===== src/logic/map_select_pkg.sv =====
// Operation
// - address-select pin drives main address bit 1
// - address bit 0 picks read or write
// - reset routes main map to user sub map
// - select field 01 routes to interrupt map
// - select field 10 routes to second user map
// - post-processor address from 0xfd bits 7:1
// - post-processor address resets 0x00, no answer
// - video transmitter address from 0xfe bits 7:1
// - video transmitter address resets 0x00, no answer
// - auxiliary maps ignore pin and select field
package map_select_pkg;

  // ----------------------------------------------------------------
  // slave addresses
  // ----------------------------------------------------------------
  localparam logic [7:0] MAIN_ADDR_BASE    = 8'h40;
  localparam logic [7:0] ADDR_SEL_MASK     = 8'h02;
  localparam int         DIR_BIT           = 0;
  localparam logic [6:0] AUX_ADDR_UNSET    = 7'h00;

  // ----------------------------------------------------------------
  // register offsets, fields and reset values
  // ----------------------------------------------------------------
  localparam logic [7:0] OFS_SUBMAP_CTRL   = 8'h0e;
  localparam logic [7:0] OFS_POSTPROC_ADDR = 8'hfd;
  localparam logic [7:0] OFS_VIDEOTX_ADDR  = 8'hfe;
  localparam int         SUBMAP_LSB        = 5;
  localparam int         SUBMAP_MSB        = 6;
  localparam logic [1:0] SUBMAP_USER       = 2'h0;
  localparam logic [1:0] SUBMAP_INTR       = 2'h1;
  localparam logic [1:0] SUBMAP_USER2      = 2'h2;
  localparam logic [7:0] RST_SUBMAP_CTRL   = 8'h00;
  localparam logic [7:0] RST_POSTPROC_ADDR = 8'h00;
  localparam logic [7:0] RST_VIDEOTX_ADDR  = 8'h00;
  localparam logic [7:0] UNMAPPED_READ     = 8'h00;

  // ----------------------------------------------------------------
  // types
  // ----------------------------------------------------------------
  typedef enum logic [2:0] {MAP_NONE, MAP_USER, MAP_INTR, MAP_USER2, MAP_POSTPROC, MAP_VIDEOTX} map_t;
  typedef enum logic {ST_IDLE, ST_SELECTED} sess_t;

endpackage


===== src/logic/slave_addr_match.sv =====
`timescale 1ns/1ps
module slave_addr_match
  import map_select_pkg::*;
(
  input  logic [7:0] target,
  input  logic       enable,
  input  logic [7:0] addr_byte,
  output logic       hit
);

  // the direction bit never takes part, so read address is write address plus one
  assign hit = enable & (addr_byte[7:1] == target[7:1]);

endmodule // slave_addr_match


===== src/logic/register_map_address_select.sv =====
`timescale 1ns/1ps
module register_map_address_select
  import map_select_pkg::*;
(
  input  logic       sys_clk,
  input  logic       rst,
  input  logic       address_select_pin,
  input  logic       addr_valid,
  input  logic [7:0] addr_byte,
  input  logic       stop_seen,
  input  logic       reg_wr,
  input  logic       reg_rd,
  input  logic [7:0] reg_sub,
  input  logic [7:0] reg_wdata,
  output logic       addr_ack,
  output map_t       map_sel,
  output logic       read_mode,
  output logic       own_reg_hit,
  output logic [7:0] reg_rdata,
  output logic       reg_rdata_valid,
  output logic [1:0] submap_select_field,
  output logic [7:0] postproc_slave_addr,
  output logic [7:0] video_tx_slave_addr,
  output logic [7:0] main_write_addr
);

  // ----------------------------------------------------------------
  // declarations
  // ----------------------------------------------------------------
  logic       pin_meta_q;
  logic       pin_sync_q;
  logic [7:0] ctrl_q;
  logic [7:0] ctrl_d;
  logic [7:0] pp_addr_q;
  logic [7:0] pp_addr_d;
  logic [7:0] vt_addr_q;
  logic [7:0] vt_addr_d;
  sess_t      sess_q;
  sess_t      sess_d;
  map_t       map_q;
  map_t       map_d;
  logic       dir_q;
  logic       dir_d;
  logic [7:0] rdata_q;
  logic [7:0] rdata_d;
  logic       rvalid_q;
  logic       rvalid_d;
  logic [7:0] main_addr_q;
  logic [7:0] main_addr_d;

  wire  [1:0] field_now;
  wire        main_hit;
  wire        pp_hit;
  wire        vt_hit;
  wire        pp_enable;
  wire        vt_enable;
  wire        any_hit;
  map_t       main_target;
  map_t       addr_target;
  wire        selected;
  wire        wr_ok;
  wire        rd_ok;
  wire        hit_ctrl;
  wire        hit_pp;
  wire        hit_vt;
  wire        hit_any;

  // ----------------------------------------------------------------
  // functions
  // ----------------------------------------------------------------
  // 0x0e is reachable from every main sub map so the master can always
  // leave a sub map; the slave address registers live in the user sub map only
  function automatic logic own_hit(input logic [7:0] sub, input map_t m, input logic [7:0] ofs);
    logic main_map;
    main_map = (m == MAP_USER) | (m == MAP_INTR) | (m == MAP_USER2);
    own_hit  = main_map & (sub == ofs) & ((ofs == OFS_SUBMAP_CTRL) | (m == MAP_USER));
  endfunction

  // ----------------------------------------------------------------
  // pin synchroniser
  // ----------------------------------------------------------------
  always_ff @(posedge sys_clk) begin
    if (rst) begin
      pin_meta_q <= 1'b0;
      pin_sync_q <= 1'b0;
    end else begin
      pin_meta_q <= address_select_pin;
      pin_sync_q <= pin_meta_q;
    end
  end

  // ----------------------------------------------------------------
  // slave address decode
  // ----------------------------------------------------------------
  assign main_addr_d = pin_sync_q ? (MAIN_ADDR_BASE | ADDR_SEL_MASK)
                                  : (MAIN_ADDR_BASE & ~ADDR_SEL_MASK);
  // an address of zero in bits 7:1 leaves the map deaf
  assign pp_enable = (pp_addr_q[7:1] != AUX_ADDR_UNSET);
  assign vt_enable = (vt_addr_q[7:1] != AUX_ADDR_UNSET);

  slave_addr_match u_main_match (
    .target    (main_addr_q),
    .enable    (1'b1),
    .addr_byte (addr_byte),
    .hit       (main_hit)
  );

  // auxiliary maps compare only against their own register
  slave_addr_match u_pp_match (
    .target    (pp_addr_q),
    .enable    (pp_enable),
    .addr_byte (addr_byte),
    .hit       (pp_hit)
  );

  slave_addr_match u_vt_match (
    .target    (vt_addr_q),
    .enable    (vt_enable),
    .addr_byte (addr_byte),
    .hit       (vt_hit)
  );

  assign field_now = ctrl_q[SUBMAP_MSB:SUBMAP_LSB];
  assign any_hit   = main_hit | pp_hit | vt_hit;

  // reserved code 11 falls back to the user sub map so the bus never locks out
  always_comb begin
    case (field_now)
      SUBMAP_USER:  main_target = MAP_USER;
      SUBMAP_INTR:  main_target = MAP_INTR;
      SUBMAP_USER2: main_target = MAP_USER2;
      default:      main_target = MAP_USER;
    endcase
  end

  // main map wins if software programs an auxiliary map onto its address
  always_comb begin
    if (main_hit) begin
      addr_target = main_target;
    end else if (pp_hit) begin
      addr_target = MAP_POSTPROC;
    end else if (vt_hit) begin
      addr_target = MAP_VIDEOTX;
    end else begin
      addr_target = MAP_NONE;
    end
  end

  assign addr_ack = addr_valid & any_hit;

  // ----------------------------------------------------------------
  // transaction state
  // ----------------------------------------------------------------
  // a repeated start re-decodes; the target is fixed for the rest of the
  // transaction even if 0x0e is rewritten inside it
  always_comb begin
    sess_d = sess_q;
    map_d  = map_q;
    dir_d  = dir_q;
    if (addr_valid) begin
      dir_d = addr_byte[DIR_BIT];
      if (any_hit) begin
        sess_d = ST_SELECTED;
        map_d  = addr_target;
      end else begin
        sess_d = ST_IDLE;
        map_d  = MAP_NONE;
      end
    end else if (stop_seen) begin
      sess_d = ST_IDLE;
      map_d  = MAP_NONE;
    end
  end

  always_ff @(posedge sys_clk) begin
    if (rst) begin
      sess_q <= ST_IDLE;
      map_q  <= MAP_NONE;
      dir_q  <= 1'b0;
    end else begin
      sess_q <= sess_d;
      map_q  <= map_d;
      dir_q  <= dir_d;
    end
  end

  // ----------------------------------------------------------------
  // own register access
  // ----------------------------------------------------------------
  assign selected = (sess_q == ST_SELECTED);
  assign wr_ok    = selected & reg_wr & ~dir_q;
  assign rd_ok    = selected & reg_rd & dir_q;
  assign hit_ctrl = own_hit(reg_sub, map_q, OFS_SUBMAP_CTRL);
  assign hit_pp   = own_hit(reg_sub, map_q, OFS_POSTPROC_ADDR);
  assign hit_vt   = own_hit(reg_sub, map_q, OFS_VIDEOTX_ADDR);
  assign hit_any  = hit_ctrl | hit_pp | hit_vt;

  // nothing but a write or reset changes the field, so the choice outlives stops
  assign ctrl_d    = (wr_ok & hit_ctrl) ? reg_wdata : ctrl_q;
  assign pp_addr_d = (wr_ok & hit_pp)   ? reg_wdata : pp_addr_q;
  assign vt_addr_d = (wr_ok & hit_vt)   ? reg_wdata : vt_addr_q;

  assign rdata_d  = ~rd_ok    ? rdata_q   :
                    hit_ctrl  ? ctrl_q    :
                    hit_pp    ? pp_addr_q :
                    hit_vt    ? vt_addr_q : UNMAPPED_READ;
  assign rvalid_d = rd_ok & hit_any;

  always_ff @(posedge sys_clk) begin
    if (rst) begin
      ctrl_q      <= RST_SUBMAP_CTRL;
      pp_addr_q   <= RST_POSTPROC_ADDR;
      vt_addr_q   <= RST_VIDEOTX_ADDR;
      rdata_q     <= UNMAPPED_READ;
      rvalid_q    <= 1'b0;
      main_addr_q <= MAIN_ADDR_BASE;
    end else begin
      ctrl_q      <= ctrl_d;
      pp_addr_q   <= pp_addr_d;
      vt_addr_q   <= vt_addr_d;
      rdata_q     <= rdata_d;
      rvalid_q    <= rvalid_d;
      main_addr_q <= main_addr_d;
    end
  end

  // ----------------------------------------------------------------
  // outputs
  // ----------------------------------------------------------------
  assign map_sel             = map_q;
  assign read_mode           = dir_q;
  assign own_reg_hit         = selected & hit_any;
  assign reg_rdata           = rdata_q;
  assign reg_rdata_valid     = rvalid_q;
  assign submap_select_field = field_now;
  assign postproc_slave_addr = pp_addr_q;
  assign video_tx_slave_addr = vt_addr_q;
  assign main_write_addr     = main_addr_q;

endmodule // register_map_address_select


===== config.mk =====
export PLATFORM = sky130hd
export DESIGN_NAME = register_map_address_select
export DESIGN_NICKNAME = d
export VERILOG_FILES = /design/src/logic/map_select_pkg.sv /design/src/logic/slave_addr_match.sv /design/src/logic/register_map_address_select.sv
export SDC_FILE = /design/constraint.sdc
export NUM_CORES = 1
export LEC_CHECK = 0
export ABC_AREA = 1
export ABC_CLOCK_PERIOD_IN_PS = 1200
export BUFFER_PORTS_ARGS = -buffer_cell sky130_fd_sc_hd__clkbuf_2
export CELL_PAD_IN_SITES_DETAIL_PLACEMENT = 1
export CELL_PAD_IN_SITES_GLOBAL_PLACEMENT = 1
export CORE_MARGIN = 3
export CORE_UTILIZATION = 31
export DETAILED_ROUTE_END_ITERATION = 8
export PLACE_DENSITY_LB_ADDON = 0.2
export SLEW_MARGIN = 20
export SYNTH_ARGS = -nofsm -noshare
export SYNTH_HDL_FRONTEND = slang
export SYNTH_SLANG_ARGS = --single-unit
export TNS_END_PERCENT = 1

===== constraint.sdc =====
create_clock -name sys_clk -period 1.2 [get_ports sys_clk]
set_input_delay 0.18 -clock sys_clk [delete_from_list [all_inputs] [get_ports sys_clk]]
set_output_delay 0.18 -clock sys_clk [all_outputs]
set_load 0.02 [all_outputs]

==> results of run 1 <==
[timing repair]
action,4_1_cts,5_1_grt
pin swaps,2,10
gates cloned,0,0
buffers inserted,0,2
hold buffers,0,0
setup endpoints to repair,39,39
resized for setup,35,34
[layout make-up]
| type | instances | area (sq um) |
|---|---|---|
| tap | 77 | 96.3 |
| clock buffer | 5 | 68.8 |
| multi-input combinational | 225 | 1190 |
| clock inverter | 3 | 21.3 |
| timing repair buffer | 118 | 782 |
| fill | 878 | 3340 |
| sequential | 41 | 840 |
| inverter | 50 | 188 |
[worst max path at each step]
stage,cells past startpoint,end,from
finish,8,own_reg_hit,map_sel[2]$_SDFFE_PP0P_
global route,8,own_reg_hit,map_sel[2]$_SDFFE_PP0P_
CTS,11,addr_ack,postproc_slave_addr[5]$_SDFFE_PP0P_
detailed placement,8,own_reg_hit,map_sel[2]$_SDFFE_PP0P_
global placement,11,addr_ack,video_tx_slave_addr[3]$_SDFFE_PP0P_
floorplan,7,own_reg_hit,map_sel[2]$_SDFFE_PP0P_
[power groups by stage]
stage	clock [mW]	combinational [mW]	sequential, mW
finish	0.947	0.265	1.37
global route	1.03	0.296	1.37
CTS	0.970	0.256	1.37
detailed placement	0	0.245	1.40
global placement	0	0.242	1.40
floorplan	0	0.119	1.40
[per-layer routing]
layer,vias up,track usage
li1,1254,-
met1,1116,0.226
met2,52,0.326
met3,5,0.0295
met4,0,0.0487
met5,-,0
[synthesized netlist by cell type, types with 3 or more instances]
cell and n:
dfxtp_1 41, inv_1 49, a21oi_1 21, o21ai_0 44, nand4_1 3, nor2_1 54, buf_4 9, nand2_1 64
clkbuf_1 5, o22ai_1 8, nand3_1 11
[worst max-delay path, stage by stage, from the launching register on]
cell and delay [ns]:
dfxtp_4 0.38, nor2_2 0.07, o21ai_1 0.09, nor3_2 0.28, nand2_2 0.12, nand2_2 0.08, nor2_2 0.06, nor2_4 0.09
buf_8 0.11
[sequential cells by signal, summed over array words and instances (netlist names)]
signal and count:
ctrl_q 8, postproc_slave_addr 8, reg_rdata 8, video_tx_slave_addr 8, map_sel 3, main_write_addr 1
pin_meta_q 1, pin_sync_q 1, read_mode 1, reg_rdata_valid 1, selected 1
[cells by family (layout without fill, tap and decap cells)]
kind of cell / Yosys count / count (layout) / synth area share
AOI/OAI and AO/OA: 73 / 73 / 0.175
buffers and inverters: 66 / 176 / 0.138
DFF: 41 / 41 / 0.383
and+or+nand+nor: 144 / 144 / 0.294
other: 2 / 7 / 0.00351
adders and majority gates: 1 / 1 / 0.00584
[through the flow]
| step | setup WS (ns) | util | area, sq um | setup TNS [ns] | total power, mW |
|---|---|---|---|---|---|
| 4_1_cts | -0.558 | 0.472 | 3080 | -5.56 | 2.59 |
| 5_1_grt | -0.653 | 0.488 | 3190 | -11.56 | 2.70 |
| 2_1_floorplan | -0.139 | - | 2190 | -2.11 | 1.52 |
| 6_report | -0.551 | 0.488 | 3190 | -6.91 | 2.58 |
| 3_5_place_dp | -0.293 | 0.446 | 2910 | -7.77 | 1.64 |
| 3_3_place_gp | -0.264 | 0.446 | 2910 | -6.37 | 1.64 |
==> impl_metrics.tcl, run 1 <==
set metrics [dict create \
    drive_gt1_frac 0.416 \
    ir_worst_vdd_v 0.000522 \
    synth.yosys.seq_area_share 0.383 \
    cts_root_buf "clkbuf_8" \
    clockPowerShare 0.367 \
    drc 0 \
    final_common_cell "clkbuf_2" \
    synthToLayoutAreaGrowth_pct 48.8 \
    power_frac_seq 0.530 \
    grt_setup_unrepaired "yes" \
    reg2reg_slack_ns -0.29 \
    min_path_type "input pin to flip-flop" \
    grtUsageTotal 0.182 \
    antenna_found_initial 0 \
    clk_latency_ns 0.30 \
    combPwrFrac 0.103 \
    setup_slack_ns -0.551 \
    clkTransAtPathRegs_ns 0.08 \
    netlist_instances 327 \
    final_cell_mix "clkbuf_2 (62), nand2_1 (56), nor2_1 (49), buf_4 (49), inv_1 (46)" \
    min_period_ns 1.75 \
    row_count 29 \
    max_cap_violations 0 \
    reg2regPathDepth 8 \
    grt_pass1_vias 2330 \
    setup_violations 38 \
    synth.distinct_cells 24 \
    min_period_over_period 1.46 \
    port_buffers 64 \
    die_area_sq_um 7940 \
    antenna_cells 0 \
    tritoncts "done" \
    post_drt_wl_per_cell_um 13.8 \
    ctsHtreeMaxLevel 2 \
    grt_pass1_wl_um 11100 \
    syn_area_per_cell_sq_um 6.55 \
    synth_area_leader_cell "dfxtp_1" \
    worstReg2RegStart "map_sel[2]$_SDFFE_PP0P_" \
    hpwl_um 5730 \
    numCtsBuffers 5 \
    min_path_cells 3 \
    synth_area_sq_um 2140 \
    drt_pre_antenna_iters 4 \
    cp-end-kind "output pin" \
    nets 473 \
    synthArstFlopShare 0 \
    stdcell_count 519 \
    p_sw_frac 0.270 \
    start_util 0.328 \
    synth_area_leaders "dfxtp_1 (38%), nand2_1 (11%), o21ai_0 (10%)" \
    crit_type "flip-flop to output pin" \
    power.switching_mw 0.695 \
    ys_seq_elements 41 \
    drtAntennaViolNets 0 \
    hold_ws_ns 0.0865 \
    drt_iter0_drc 60 \
    synthDominantCellAreaShare 0.383 \
    wl_um 7140 \
    synth_edf_count 0 \
    overflow 0 \
    ys_warn_count 0 \
    clock.fmax_mhz 571 \
    grt_max_degree 34 \
    synth-main-ff-cell "dfxtp_1" \
    via_per_inst 4.68 \
    hold_viol_final 0 \
    r2r_end "ctrl_q[7]$_SDFFE_PP0P_" \
    dr_wl_met3_um 275 \
    internal_power_mw 1.88 \
    cp.required_ns 1.02 \
    startpoint_type "flip-flop" \
    num_io_pins 72 \
    final.setup_skew_ns 0.00866 \
    clock_sinks 41 \
    vias 2427 \
    drv_slew 0 \
    status "complete, but fails checks" \
    leakagePower_nw 1.54 \
    hp-start "address_select_pin" \
    die_y_um 89.1 \
    routed.top_layer "met4" \
    worstPathMaxFanout 4 \
    die_w_um 89.1 \
    worstHoldEndpoint "pin_meta_q$_SDFF_PP0_" \
    cts_buffer_depth 2 \
    wl_met1_um 3240 \
    gp_congestion 0.843 \
    dp_cells 509 \
    core_area_sq_um 6530 \
    route.met2.wl_um 3560 \
    cp.arrival_ns 1.57 \
    power_density_nw_per_um2 809 \
    violations "setup timing" \
]
(Power assumes the default switching activity.)
==> run 2: changes to the inputs <==
==> constraint.sdc (replaced) <==
create_clock -name sys_clk -period 1.2 [get_ports sys_clk]
set_input_delay 0.06 -clock sys_clk [delete_from_list [all_inputs] [get_ports sys_clk]]
set_output_delay 0.06 -clock sys_clk [all_outputs]
set_load 0.02 [all_outputs]
==> impl_metrics.tcl, run 2 (synthesized netlist as in run 1, its figures left out) <==
set metrics [dict create \
    status "complete, but fails checks" \
    violations "setup timing" \
    grtUsageTotal 0.191 \
    pre_cts_slack_ns -0.241 \
    die_area_sq_um 7940 \
    vias 2468 \
    port_buffers 64 \
    tritoncts "done" \
    worstPathMaxFanout 4 \
    final.setup.tns_ns -10.21 \
    design_area_sq_um 3140 \
    drt_pre_antenna_iters 4 \
    nets 472 \
    drtAntennaViolNets 0 \
    drt_iter0_drc 90 \
    cp.arrival_ns 1.67 \
    antenna_found_initial 0 \
    grt_pass1_wl_um 11800 \
    crit_chain "inv_2 > nand2_2 > nor3_4 > nand2_2 > buf_6 > nand2_4 > nor2_4 > nor2_2 > clkbuf_8" \
    clock_sinks 41 \
    grt_setup_unrepaired "yes" \
    die_y_um 89.1 \
    numCtsBuffers 5 \
    antenna_cells 0 \
    clk_latency_ns 0.30 \
    cts_root_buf "clkbuf_8" \
    cp_common_cell "nand2_2" \
    final_cell_mix "clkbuf_2 (62), nand2_1 (61), buf_4 (50)" \
    seq_area_sq_um 843 \
    final.setup_skew_ns 0.0101 \
    hold_ws_ns 0.0333 \
    cpMaxStageDelayCell "dfxtp_4" \
    leakagePower_nw 1.53 \
    min_period_over_period 1.44 \
    startpoint_type "flip-flop" \
    num-fill-cells 905 \
    num_io_pins 72 \
    grt_pass1_vias 2469 \
    max_cap_violations 0 \
    slowest_delay_ns 0.35 \
    min_path_type "input pin to flip-flop" \
    core_area_sq_um 6530 \
    drc 0 \
    ir_worst_vdd_v 0.000463 \
    hold_viol_final 0 \
    ctsHtreeMaxLevel 2 \
    wl_um 7390 \
    grt_max_degree 34 \
    utilization 0.481 \
    overflow 0 \
    dp_cells 506 \
    drive_gt1_frac 0.388 \
    hpwl_um 5640 \
    cp-end-kind "output pin" \
    power_density_nw_per_um2 865 \
    multi_input_area_sq_um 1150 \
    die_w_um 89.1 \
    power_mw 2.72 \
    stdcell_count 518 \
    clkTransAtPathRegs_ns 0.09 \
    min_period_ns 1.73 \
    via_per_inst 4.76 \
    critPathBufInv 3 \
    crit_type "flip-flop to output pin" \
    dpl_cell_area_sq_um 2850 \
    post_drt_wl_per_cell_um 14.3 \
    clock.fmax_mhz 579 \
    drv_slew 0 \
    setup_slack_ns -0.526 \
    start_util 0.328 \
    cts_buffer_depth 2 \
    cp_top_family "simple AND/OR/NAND/NOR gates" \
    gp_congestion 0.852 \
    setup_violations 38 \
    cp.required_ns 1.14 \
    row_count 29 \
    synthToLayoutAreaGrowth_pct 46.6 \
    final_common_cell "clkbuf_2" \
]
-- run 2: what timing repair did --
action / CTS / global route
gates resized for setup: 9 / 48
hold buffers: 1 / 0
pin swaps: 1 / 6
setup endpoints to repair: 38 / 39
endpoints found under the hold margin: 1 / 0
buffers inserted: 0 / 3
-- run 2: final timing paths --
| kind | startpoint | endpoint | slack, ns | cells past startpoint |
|---|---|---|---|---|
| worst max-delay path | map_sel[1]$_SDFFE_PP0P_ | own_reg_hit | -0.53 | 9 |
| worst min-delay path | reg_wdata[4] | video_tx_slave_addr[4]$_SDFFE_PP0P_ | 0.03 | 3 |
| worst max register to register | map_sel[1]$_SDFFE_PP0P_ | reg_rdata[7]$_SDFFE_PP0P_ | -0.37 | 9 |
| worst min register to register | pin_sync_q$_SDFF_PP0_ | main_write_addr[1]$_SDFF_PP0_ | 0.40 | 2 |
-- run 2: layout make-up --
type,count,share of cell area
clock buffers,7,0.0343
repair buffers,117,0.237
multi-input cells,225,0.367
well taps,77,0.0307
inverters,50,0.0606
flip-flops and latches,41,0.269
clock inverters,1,0.00239
-- run 2: layer usage --
layer,share of wire,global-route usage,vias to the layer above
met5,0,0,-
met4,0.011,0.0419,0
met3,0.042,0.0341,7
met2,0.51,0.341,55
met1,0.43,0.238,1156
li1,-,-,1250
-- run 2: worst reg2reg max path: stages, from the launching register on --
cell     delay, ns
dfxtp_4       0.35
inv_2         0.05
nand2_2       0.05
nor3_4        0.32
nand2_2       0.12
buf_4         0.15
buf_6         0.13
o22ai_1       0.20
nor2_1        0.07
nor2_1        0.08
-- run 2: power breakdown --
group	total, mW	switching, mW	internal (mW)
Clock	1.12	0.525	0.594
Combinational	0.236	0.149	0.0877
Sequential	1.36	0.00261	1.36
